## src/tps_pkg.sv

```systemverilog
// Purpose: Shared constants and carriers of the thermal protection supervisor
// Assumes: 100 MHz system clock
// Notes: Comparator bundles and flag groups travel as packed structs
package tps_pkg;

  // ----------------------------------------------------------------------
  // Timing
  // ----------------------------------------------------------------------
  localparam int TPS_CLK_FREQ_MHZ = 100;
  localparam int TPS_COOL_DOWN_TIME_US = 1000;
  localparam int TPS_RESTART_TIME_US = 2;
  localparam int TPS_RESTART_CYCLES = TPS_RESTART_TIME_US * TPS_CLK_FREQ_MHZ;
  localparam int TPS_CNT_W = 32;

  // ----------------------------------------------------------------------
  // Fields and encodings
  // ----------------------------------------------------------------------
  localparam int TPS_HS_COUNT = 4;
  localparam logic [1:0] TPS_CAN_FAIL_NONE = 2'h0;
  localparam logic [1:0] TPS_CAN_FAIL_OT = 2'h1;
  localparam logic [TPS_HS_COUNT-1:0] TPS_HS_NONE = 4'h0;
  localparam logic [TPS_CNT_W-1:0] TPS_CNT_ZERO = 32'h0;

  typedef enum logic [1:0] {
    TPS_NORMAL,
    TPS_FAILSAFE,
    TPS_RESTART
  } tps_mode_e;

  // Raw or synchronised comparator outputs, one bit per block
  typedef struct packed {
    logic chip;
    logic prewarn;
    logic [TPS_HS_COUNT-1:0] hs;
    logic can;
    logic third;
    logic second;
  } tps_temp_s;

  // Host clear strobes, one cycle each
  typedef struct packed {
    logic first_level;
    logic chip_level;
    logic prewarning;
    logic second_ot;
    logic third_ot;
    logic can_fail;
    logic [TPS_HS_COUNT-1:0] hs_fault;
  } tps_clear_s;

  // Sticky diagnostic flags
  typedef struct packed {
    logic first_level_shutdown_flag;
    logic chip_level_shutdown_flag;
    logic thermal_prewarning_flag;
    logic second_regulator_overtemp_status;
    logic third_regulator_overtemp_status;
    logic [1:0] can_fail;
    logic [TPS_HS_COUNT-1:0] high_side_fault_status;
  } tps_flags_s;

  // Output stage drive levels
  typedef struct packed {
    logic second_regulator_on;
    logic third_regulator_on;
    logic can_transmitter_on;
    logic [TPS_HS_COUNT-1:0] high_side_switch_on;
  } tps_drive_s;

endpackage

```

## src/tps_supervisor.sv

```systemverilog
// Purpose: Three-level thermal protection supervisor
// Assumes: Host strobes and mode inputs are on sys_clk_in; comparators async
// Notes: Cool-down length is a top parameter so simulation can shorten it
`timescale 1ns/1ps
`default_nettype none
module tps_supervisor
  import tps_pkg::*;
#(
  parameter int COOL_DOWN_CYCLES = TPS_COOL_DOWN_TIME_US * TPS_CLK_FREQ_MHZ
) (
  input wire logic sys_clk_in,
  input wire logic rst_in,
  input wire tps_temp_s temp_async_in,
  input wire logic main_supply_on_in,
  input wire logic can_normal_in,
  input wire logic load_share_in,
  input wire logic second_regulator_enable_wr_in,
  input wire logic second_regulator_enable_data_in,
  input wire logic third_regulator_enable_wr_in,
  input wire logic third_regulator_enable_data_in,
  input wire logic high_side_control_wr_in,
  input wire logic [TPS_HS_COUNT-1:0] high_side_control_data_in,
  input wire tps_clear_s clear_in,
  output tps_flags_s flags_out,
  output tps_drive_s drive_out,
  output logic second_regulator_enable_out,
  output logic third_regulator_enable_out,
  output logic [TPS_HS_COUNT-1:0] high_side_control_out,
  output tps_mode_e mode_out
);

  // ----------------------------------------------------------------------
  // State
  // ----------------------------------------------------------------------
  typedef struct packed {
    tps_flags_s flags;
    tps_drive_s drive;
    logic second_en;
    logic third_en;
    logic third_hold;
    logic can_tx_off;
    logic [TPS_HS_COUNT-1:0] hs_ctrl;
    tps_mode_e mode;
    logic [TPS_CNT_W-1:0] cnt;
  } tps_state_s;

  localparam logic [TPS_CNT_W-1:0] COOL_LOAD = TPS_CNT_W'(COOL_DOWN_CYCLES - 1);
  localparam logic [TPS_CNT_W-1:0] RESTART_LOAD = TPS_CNT_W'(TPS_RESTART_CYCLES - 1);

  tps_state_s q;
  tps_state_s d;
  tps_temp_s t;
  logic second_hit;
  logic third_hit;
  logic can_hit;
  logic [TPS_HS_COUNT-1:0] hs_hit;
  logic any_ot;
  logic chip_hit;
  logic warn_hit;

  // ----------------------------------------------------------------------
  // Comparator synchronisation
  // ----------------------------------------------------------------------
  tps_sync #(
    .W($bits(tps_temp_s))
  ) u_sync (
    .sys_clk_in(sys_clk_in),
    .rst_in(rst_in),
    .async_in(temp_async_in),
    .sync_out(t)
  );

  // ----------------------------------------------------------------------
  // Trip qualification
  // ----------------------------------------------------------------------
  always_comb begin
    second_hit = q.second_en & t.second;
    third_hit = q.third_en & ~q.third_hold & t.third;
    can_hit = can_normal_in & ~q.can_tx_off & t.can;
    hs_hit = q.hs_ctrl & t.hs;
    any_ot = t.second | t.third | t.can | (|t.hs);
    chip_hit = main_supply_on_in & t.chip;
    warn_hit = main_supply_on_in & t.prewarn;
  end

  // ----------------------------------------------------------------------
  // Next state
  // ----------------------------------------------------------------------
  always_comb begin
    d = q;
    // Host writes; a trip in the same cycle overrides them, except a load-sharing third trip, which keeps the written enable
    if (second_regulator_enable_wr_in) begin
      d.second_en = second_regulator_enable_data_in;
    end
    if (third_regulator_enable_wr_in) begin
      d.third_en = third_regulator_enable_data_in;
    end
    if (high_side_control_wr_in) begin
      d.hs_ctrl = high_side_control_data_in;
    end
    // Clears accepted only when the cause is gone; set below wins
    if (clear_in.first_level && !any_ot) begin
      d.flags.first_level_shutdown_flag = 1'b0;
    end
    if (clear_in.chip_level && !t.chip && q.mode == TPS_NORMAL) begin
      d.flags.chip_level_shutdown_flag = 1'b0;
    end
    if (clear_in.prewarning && !t.prewarn) begin
      d.flags.thermal_prewarning_flag = 1'b0;
    end
    if (clear_in.second_ot && !t.second) begin
      d.flags.second_regulator_overtemp_status = 1'b0;
    end
    if (clear_in.third_ot && !t.third) begin
      d.flags.third_regulator_overtemp_status = 1'b0;
    end
    if (clear_in.can_fail && !t.can) begin
      d.flags.can_fail = TPS_CAN_FAIL_NONE;
    end
    for (int i = 0; i < TPS_HS_COUNT; i++) begin
      if (clear_in.hs_fault[i] && !t.hs[i]) begin
        d.flags.high_side_fault_status[i] = 1'b0;
      end
    end
    // First-level protection per block
    if (second_hit) begin
      d.second_en = 1'b0;
      d.flags.second_regulator_overtemp_status = 1'b1;
    end
    if (third_hit) begin
      d.flags.third_regulator_overtemp_status = 1'b1;
      if (load_share_in) begin
        d.third_hold = 1'b1;
      end else begin
        d.third_en = 1'b0;
      end
    end else if (q.third_hold && !t.third) begin
      d.third_hold = 1'b0;
    end
    if (can_hit) begin
      d.can_tx_off = 1'b1;
      d.flags.can_fail = TPS_CAN_FAIL_OT;
    end else if (q.can_tx_off && !t.can) begin
      d.can_tx_off = 1'b0;
    end
    if (|hs_hit) begin
      d.hs_ctrl = TPS_HS_NONE;
      d.flags.high_side_fault_status = d.flags.high_side_fault_status | hs_hit;
    end
    if (second_hit || third_hit || can_hit || (|hs_hit)) begin
      d.flags.first_level_shutdown_flag = 1'b1;
    end
    if (warn_hit) begin
      d.flags.thermal_prewarning_flag = 1'b1;
    end
    // Chip-level shutdown sequence
    unique case (q.mode)
      TPS_NORMAL: begin
      end
      TPS_FAILSAFE: begin
        if (q.cnt == TPS_CNT_ZERO) begin
          d.mode = TPS_RESTART;
          d.cnt = RESTART_LOAD;
        end else begin
          d.cnt = q.cnt - 1'b1;
        end
      end
      TPS_RESTART: begin
        if (q.cnt == TPS_CNT_ZERO) begin
          d.mode = TPS_NORMAL;
        end else begin
          d.cnt = q.cnt - 1'b1;
        end
      end
    endcase
    if (chip_hit) begin
      d.mode = TPS_FAILSAFE;
      d.cnt = COOL_LOAD;
      d.flags.chip_level_shutdown_flag = 1'b1;
    end
    d.drive.second_regulator_on = d.second_en;
    d.drive.third_regulator_on = d.third_en & ~d.third_hold;
    d.drive.can_transmitter_on = can_normal_in & ~d.can_tx_off;
    d.drive.high_side_switch_on = d.hs_ctrl;
  end

  always_ff @(posedge sys_clk_in) begin
    if (rst_in) begin
      q <= '{flags: '0, drive: '0, second_en: 1'b0, third_en: 1'b0, third_hold: 1'b0,
             can_tx_off: 1'b0, hs_ctrl: TPS_HS_NONE, mode: TPS_NORMAL, cnt: TPS_CNT_ZERO};
    end else begin
      q <= d;
    end
  end

  assign flags_out = q.flags;
  assign drive_out = q.drive;
  assign second_regulator_enable_out = q.second_en;
  assign third_regulator_enable_out = q.third_en;
  assign high_side_control_out = q.hs_ctrl;
  assign mode_out = q.mode;
endmodule
`default_nettype wire

```

## src/tps_sync.sv

```systemverilog
// Purpose: Two-stage synchroniser for a bundle of asynchronous levels
// Assumes: Inputs are slow levels, no multi-bit coherence needed
// Notes: First stage feeds only the second stage
`timescale 1ns/1ps
`default_nettype none
module tps_sync #(
  parameter int W = 1
) (
  input wire logic sys_clk_in,
  input wire logic rst_in,
  input wire logic [W-1:0] async_in,
  output logic [W-1:0] sync_out
);

  typedef struct packed {
    logic [W-1:0] meta;
    logic [W-1:0] stable;
  } tps_sync_s;

  tps_sync_s q;
  tps_sync_s d;

  always_comb begin
    d.meta = async_in;
    d.stable = q.meta;
  end

  always_ff @(posedge sys_clk_in) begin
    if (rst_in) begin
      q <= '0;
    end else begin
      q <= d;
    end
  end

  assign sync_out = q.stable;

endmodule
`default_nettype wire

```

## config.mk

```make
export PLATFORM = sky130hd
export DESIGN_NAME = tps_supervisor
export DESIGN_NICKNAME = d
export VERILOG_FILES = /design/src/tps_pkg.sv /design/src/tps_supervisor.sv /design/src/tps_sync.sv
export SDC_FILE = /design/constraint.sdc
export NUM_CORES = 1
export LEC_CHECK = 0
export ABC_AREA = 1
export BUFFER_PORTS_ARGS = -buffer_cell sky130_fd_sc_hd__buf_2
export CAP_MARGIN = 20
export CORE_MARGIN = 10
export CORE_UTILIZATION = 55
export DETAILED_ROUTE_END_ITERATION = 10
export HOLD_SLACK_MARGIN = 0.06
export MAX_ROUTING_LAYER = met4
export PLACE_DENSITY = 0.79
export SLEW_MARGIN = 25
export SYNTH_ARGS = -nofsm -noshare
export SYNTH_HDL_FRONTEND = slang
export SYNTH_SLANG_ARGS = --single-unit
```

## constraint.sdc

```tcl
create_clock -name sys_clk_in -period 2 [get_ports sys_clk_in]
set_input_delay 0 -clock sys_clk_in [delete_from_list [all_inputs] [get_ports sys_clk_in]]
set_output_delay 0 -clock sys_clk_in [all_outputs]
set_load 0.005 [all_outputs]
```

* Word level (Yosys, flattened, before mapping) *
Cells that the tools add are included.

storage, ports and cells
  register bits after elaboration = 72
  bits of input ports = 33
  output and inout bits = 26
  logic and storage cells = 123

operators by class
  add/sub/neg operators = 1
  equality and inequality tests = 8
  mux-type cells = 31
  bitwise gates (word level) = 18
  reductions and logical operators = 45

operators with widths
  kind                     count
  $pmux W34 S2             1
  $mux W32                 2
  $mux W33                 1
  $logic_not A32 Y1        1
  $sub A32 B1 Y32 const B  1
  $mux W1                  24
  $reduce_bool A2 Y1       7
  $logic_and A1 B1 Y1      13
  $logic_not A1 Y1         10
  $and A1 B1 Y1            9
  $ne A3 B3 Y1 const B     3
  $reduce_or A4 Y1         2
  $ne A2 B2 Y1 const B     3
  $reduce_and A3 Y1        2
  $reduce_or A5 Y1         1
  $and A4 B4 Y4            1
  $mux W2                  2
  $mux W4                  1
  $not A1 Y1               4
  $or A4 B4 Y4             1
  $reduce_and A2 Y1        2
  $reduce_or A2 Y1         2
  $logic_or A1 B1 Y1       3
  $or A1 B1 Y1             3
  4 further kinds          4

* Longest topological paths before layout *
  depth after elaboration = 7
  depth in mapped cells = 12
  gate-level depth less buffers = 12

* Hierarchy *
Synthesis repeated with hierarchy kept, for this count alone.

unflattened totals
  cells, all modules = 550
  area, all modules = 3728.6 µm²

by module, submodules not included
  module          times used  cells each  area an instance (µm²)
  tps_supervisor  1           494         3206.8
  tps_sync        1           56          521.8

* Least setup slack after synthesis *
No wires, ideal clock.

  kind = flip-flop to flip-flop
  start = reg q[0] (netlist name)
  end = reg q[18] (netlist name)
  library setup time = 0.116 ns
  arrival = 1.462 ns
  required time = 1.884 ns
  path slack = 0.422 ns
  stages on the path, launching flop included = 13
  clock period less this slack = 1.578 ns
  cell sequence = dfxtp_1 > inv_1 > ha_1 > nand2_1 > nor2_4 > nand2_4 > nor2_8 > nor2_2 > buf_2 > nand2_1 > nand2_1 > inv_1 > nor2_1

between the ends
  word-level cells in the longest chain between the ends = 3
  elaborated cells on any way between the ends = 7

ends and longest elaborated chain
  what                                                         line                   text
  start, declared                                              tps_supervisor.sv:50   tps_state_s q;
  start signal, assigned                                       tps_supervisor.sv:189  q <= '{flags: '0, drive: '0, second_en: 1'b0, third_en: 1'b0, third_hold: 1'b0,
  $sub A32 B1 Y32 / $logic_not A32 Y1 (equally long branches)  n/a
  $mux W32 (tied with other cells)                             tps_supervisor.sv:169  if (q.cnt == TPS_CNT_ZERO) begin
  $pmux W34 S2 / $reduce_and A2 Y1 (equally long branches)     n/a

Parallel ways exist; a longest one is shown, timed or not. The select of a mux whose other input is x is not followed.
A chain may end at the register's enable or synchronous reset.

* Final worst setup path *
  start = reg q[0] (netlist name)
  end = reg q[26] (netlist name)

The elaborated chain is that of the path after synthesis.

==> run_results.csv <==
group,metric,value,unit
drt,final_antenna_net_count,0,
timing,maxSlewHeadroom,59.3,%
timing,rsz_0062_raised_after_global_routing,"no",
finish,final.fill_count,542,
clock_network,cts_max_level,3,
synth,ys_warn_count,0,
finish,num-nets-final,687,
job,max_cap_violations,0,
clock_network,post_cts_buffers,0,
drt,vias_per_cell,5.17,
floorplan,boundaryPins,59,
critical_path,r2r_setup_slack,0.15,ns
worst_hold_path,hold_path_class,"input pin to flop",
critical_path,rr_startpoint,"q[0]$_SDFFE_PP0P_",
global_routing,grt_use_total,20.8,%
clock_network,worst_skew_pair.late_latency,0.35,ns
global_routing,first_global_vias,3774,
floorplan,initial_core_util,55.7,%
synth,synth_sequential_area_ratio,38.5,%
floorplan,chipHeight,103,um
placement,gp_congestion,0.936,
synth,synth_top_area_share,38.5,%
timing,period_share,92.3,%
floorplan,core_region_area,6720,um2
floorplan,die_width,103,um
run_status,run_status,"completed",
global_routing,grt_first_pass_wirelength,16.8,mm
floorplan,floorplan.die_area,10500,um2
clock_network,clock-sinks,72,
critical_path,worst_setup_path_startpoint,"q[0]$_SDFFE_PP0P_",
drt,wirelength,10.5,mm
finish,drive_above_1_share,15.4,%
clock_network,tritoncts.num_buffers,9,
critical_path,timing.critical_path.to_type,"flop",
global_routing,globalRouteOverflowTotal,0,
synth,synthArstFlopShare,0,%
worst_hold_path,hold_path_startpoint,"main_supply_on_in",
global_routing,grt_start_max_net_pins,42,
synth,synth_area_per_cell,6.63,um2
floorplan,row_count,30,
critical_path,required_time_reported_for_the_critical_path_endpoint,2.27,ns
synth,synth.ff_latch_count,72,
finish,seq_area,1440,um2
worst_hold_path,hold_path_depth,4,
timing,final-hold-violation-count,0,
placement,port-buffer-count,57,
clock_network,clock-root-buffer,"sky130_fd_sc_hd__clkbuf_8",
drt,drc_violation_count_after_routing,0,
global_routing,number_of_antenna_violations_at_the_first_check_in_global_routing,1,
placement,hpwlAfterDp,6.75,mm
synth,synth_top_cell_by_area,"sky130_fd_sc_hd__dfxtp_1",
synth,postSynthCellCount,565,
drt,drt_iter0_drc,214,
clock_network,clk_pin_slew_worst_paths,0.08,ns
timing,timing_worst_slew_pin_value,0.606,ns
timing,count_of_endpoints_failing_setup_in_the_final_report,0,
synth,postSynthNetCount,602,
clock_network,clock_tree.buffer_depth,2,
critical_path,criticalPathCategory,"flop to flop",
critical_path,r2r_end,"q[26]$_SDFFE_PP0P_",
placement,placedInstanceArea,3980,um2
critical_path,setup.worst_path.start_class,"flop",
synth,post_synth_num_cell_types,35,
worst_hold_path,hold-path-endpoint,"flags_out[9]$_SDFFE_PP0P_",
drt,first_pass_detailed_route_iteration_total,4,
timing,finalCriticalPeriod,1.85,ns
critical_path,cp.arrival,2.11,ns
drt,num_vias,3813,
finish,multi_input_area,1790,um2
critical_path,reg2reg_depth,9,
timing,finalMaxSlewViolations,0,
critical_path,timing.critical_path.fanout_max,11,
timing,fmax,0.542,GHz
clock_network,cts_tree,"done",
drt,detail_route.wl_per_cell,14.2,um
synth,synthFlopType,"sky130_fd_sc_hd__dfxtp_1",
synth,post_synth_instance_area,3740,um2
timing,skew,0.00904,ns
finish,area_growth_syn_to_layout,23.5,%
synth,synth_area_leaders,"sky130_fd_sc_hd__dfxtp_1, sky130_fd_sc_hd__nand2_1, sky130_fd_sc_hd__nor2_1",
synth,synth_enable_flop_cells,0,
finish,final_cell_area,4630,um2
worst max-delay path by stage:
stage / depth (start not counted) / slack, ns / to
3_3_place_gp: 11 / -0.02 / q[23]$_SDFFE_PP0P_
6_report: 9 / 0.15 / q[26]$_SDFFE_PP0P_
3_5_place_dp: 9 / -0.09 / q[26]$_SDFFE_PP0P_
5_1_grt: 9 / 0.03 / q[26]$_SDFFE_PP0P_
2_1_floorplan: 12 / 0.42 / q[18]$_SDFFE_PP0P_
4_1_cts: 10 / 0.18 / q[26]$_SDFFE_PP0P_
layout make-up:
type | instances | area share (%)
diodes | 2 | 0.108
clock buffers | 10 | 2.76
clock inverters | 6 | 2.00
inverters | 79 | 6.49
multi-input cells | 380 | 38.8
flip-flops and latches | 72 | 31.2
well taps | 80 | 2.16
repair buffers | 108 | 16.6
kinds of logic (layout without fill, tap and decap cells):
kind of cell               after synthesis  after routing  synth area share [%]
and+or+nand+nor                        298            299                  34.1
buffers and inverters                  114            203                  14.3
DFF                                     72             72                  38.5
AOI/OAI and AO/OA                       67             67                  9.52
xor gates and xnor gates                 8              8                  1.87
adders and majority gates                4              4                  1.34
other                                    1              3                 0.100
muxes                                    1              1                 0.267
flip-flops by register name, summed over array words and instances, names as in the netlist, 2 cells and up:
name,cells
drive_out,2
flags_out,10
high_side_control_out,4
mode_out,2
q,34
u_sync.d,9
u_sync.sync_out,9
placed cells by master (no fill, tap or decap), drive strengths merged, types with 3 or more instances in the layout:
master and count:
inv 79, dlygate4sd3 39, nand3b 3, nand2 145, o21ai 13, clkbuf 10, nand3 42, ha 4
a21oi 46, xnor2 5, clkinvlp 3, nand4 4, buf 69, nor2 92, dfxtp 72, xor2 3
nor3 8
worst max-delay path: stages (launching register included):
cell	delay [ns]
sky130_fd_sc_hd__dfxtp_1	0.33
sky130_fd_sc_hd__inv_1	0.07
sky130_fd_sc_hd__ha_1	0.22
sky130_fd_sc_hd__nand2_1	0.13
sky130_fd_sc_hd__nor2_4	0.07
sky130_fd_sc_hd__nand2_4	0.10
sky130_fd_sc_hd__nor2_8	0.06
sky130_fd_sc_hd__nor2_2	0.46
sky130_fd_sc_hd__nand3_1	0.14
sky130_fd_sc_hd__a21oi_1	0.16
Yosys cell counts (5+ instances only):
| library cell | n |
|---|---|
| sky130_fd_sc_hd__inv_1 | 78 |
| sky130_fd_sc_hd__clkbuf_1 | 6 |
| sky130_fd_sc_hd__a21oi_1 | 46 |
| sky130_fd_sc_hd__nand3_1 | 42 |
| sky130_fd_sc_hd__nor2_2 | 5 |
| sky130_fd_sc_hd__dfxtp_1 | 72 |
| sky130_fd_sc_hd__buf_4 | 24 |
| sky130_fd_sc_hd__xnor2_1 | 5 |
| sky130_fd_sc_hd__nand2_1 | 141 |
| sky130_fd_sc_hd__nor3_1 | 8 |
| sky130_fd_sc_hd__nor2_1 | 84 |
| sky130_fd_sc_hd__o21ai_0 | 13 |
per-layer routing:
metal / GRT usage, % / part of all wire (%) / vias up
met3: 5.36 / 4.6 / 37
li1: - / - / 1915
met1: 22.4 / 42 / 1750
met2: 34.7 / 50 / 111
met4: 10.5 / 3.4 / 0
met5: - / 0 / -
metrics by stage:
step           hold WS (ns)  setup TNS [ns]  worst slack (ns)  utilization, %  std cells
4_1_cts               0.143               0             0.182            68.4        734
6_report              0.156               0             0.155            68.8        737
2_1_floorplan        0.0938               0             0.422               -        565
3_5_place_dp          0.181           -1.32           -0.0930            59.3        679
3_3_place_gp          0.184         -0.0542           -0.0178            59.3        679
5_1_grt               0.162               0            0.0265            68.8        736
repair_timing:
item / CTS / global route
cloned: 0 / 1
hold endpoints to repair: 34 / 0
pin swaps: 0 / 1
setup endpoints to repair: 22 / 10
hold buffers: 39 / 0
resized for setup: 1 / 4
Power is left out: the tool's default activity adds up to more than one toggle a clock period on the data nets, which glitch-free logic cannot reach.
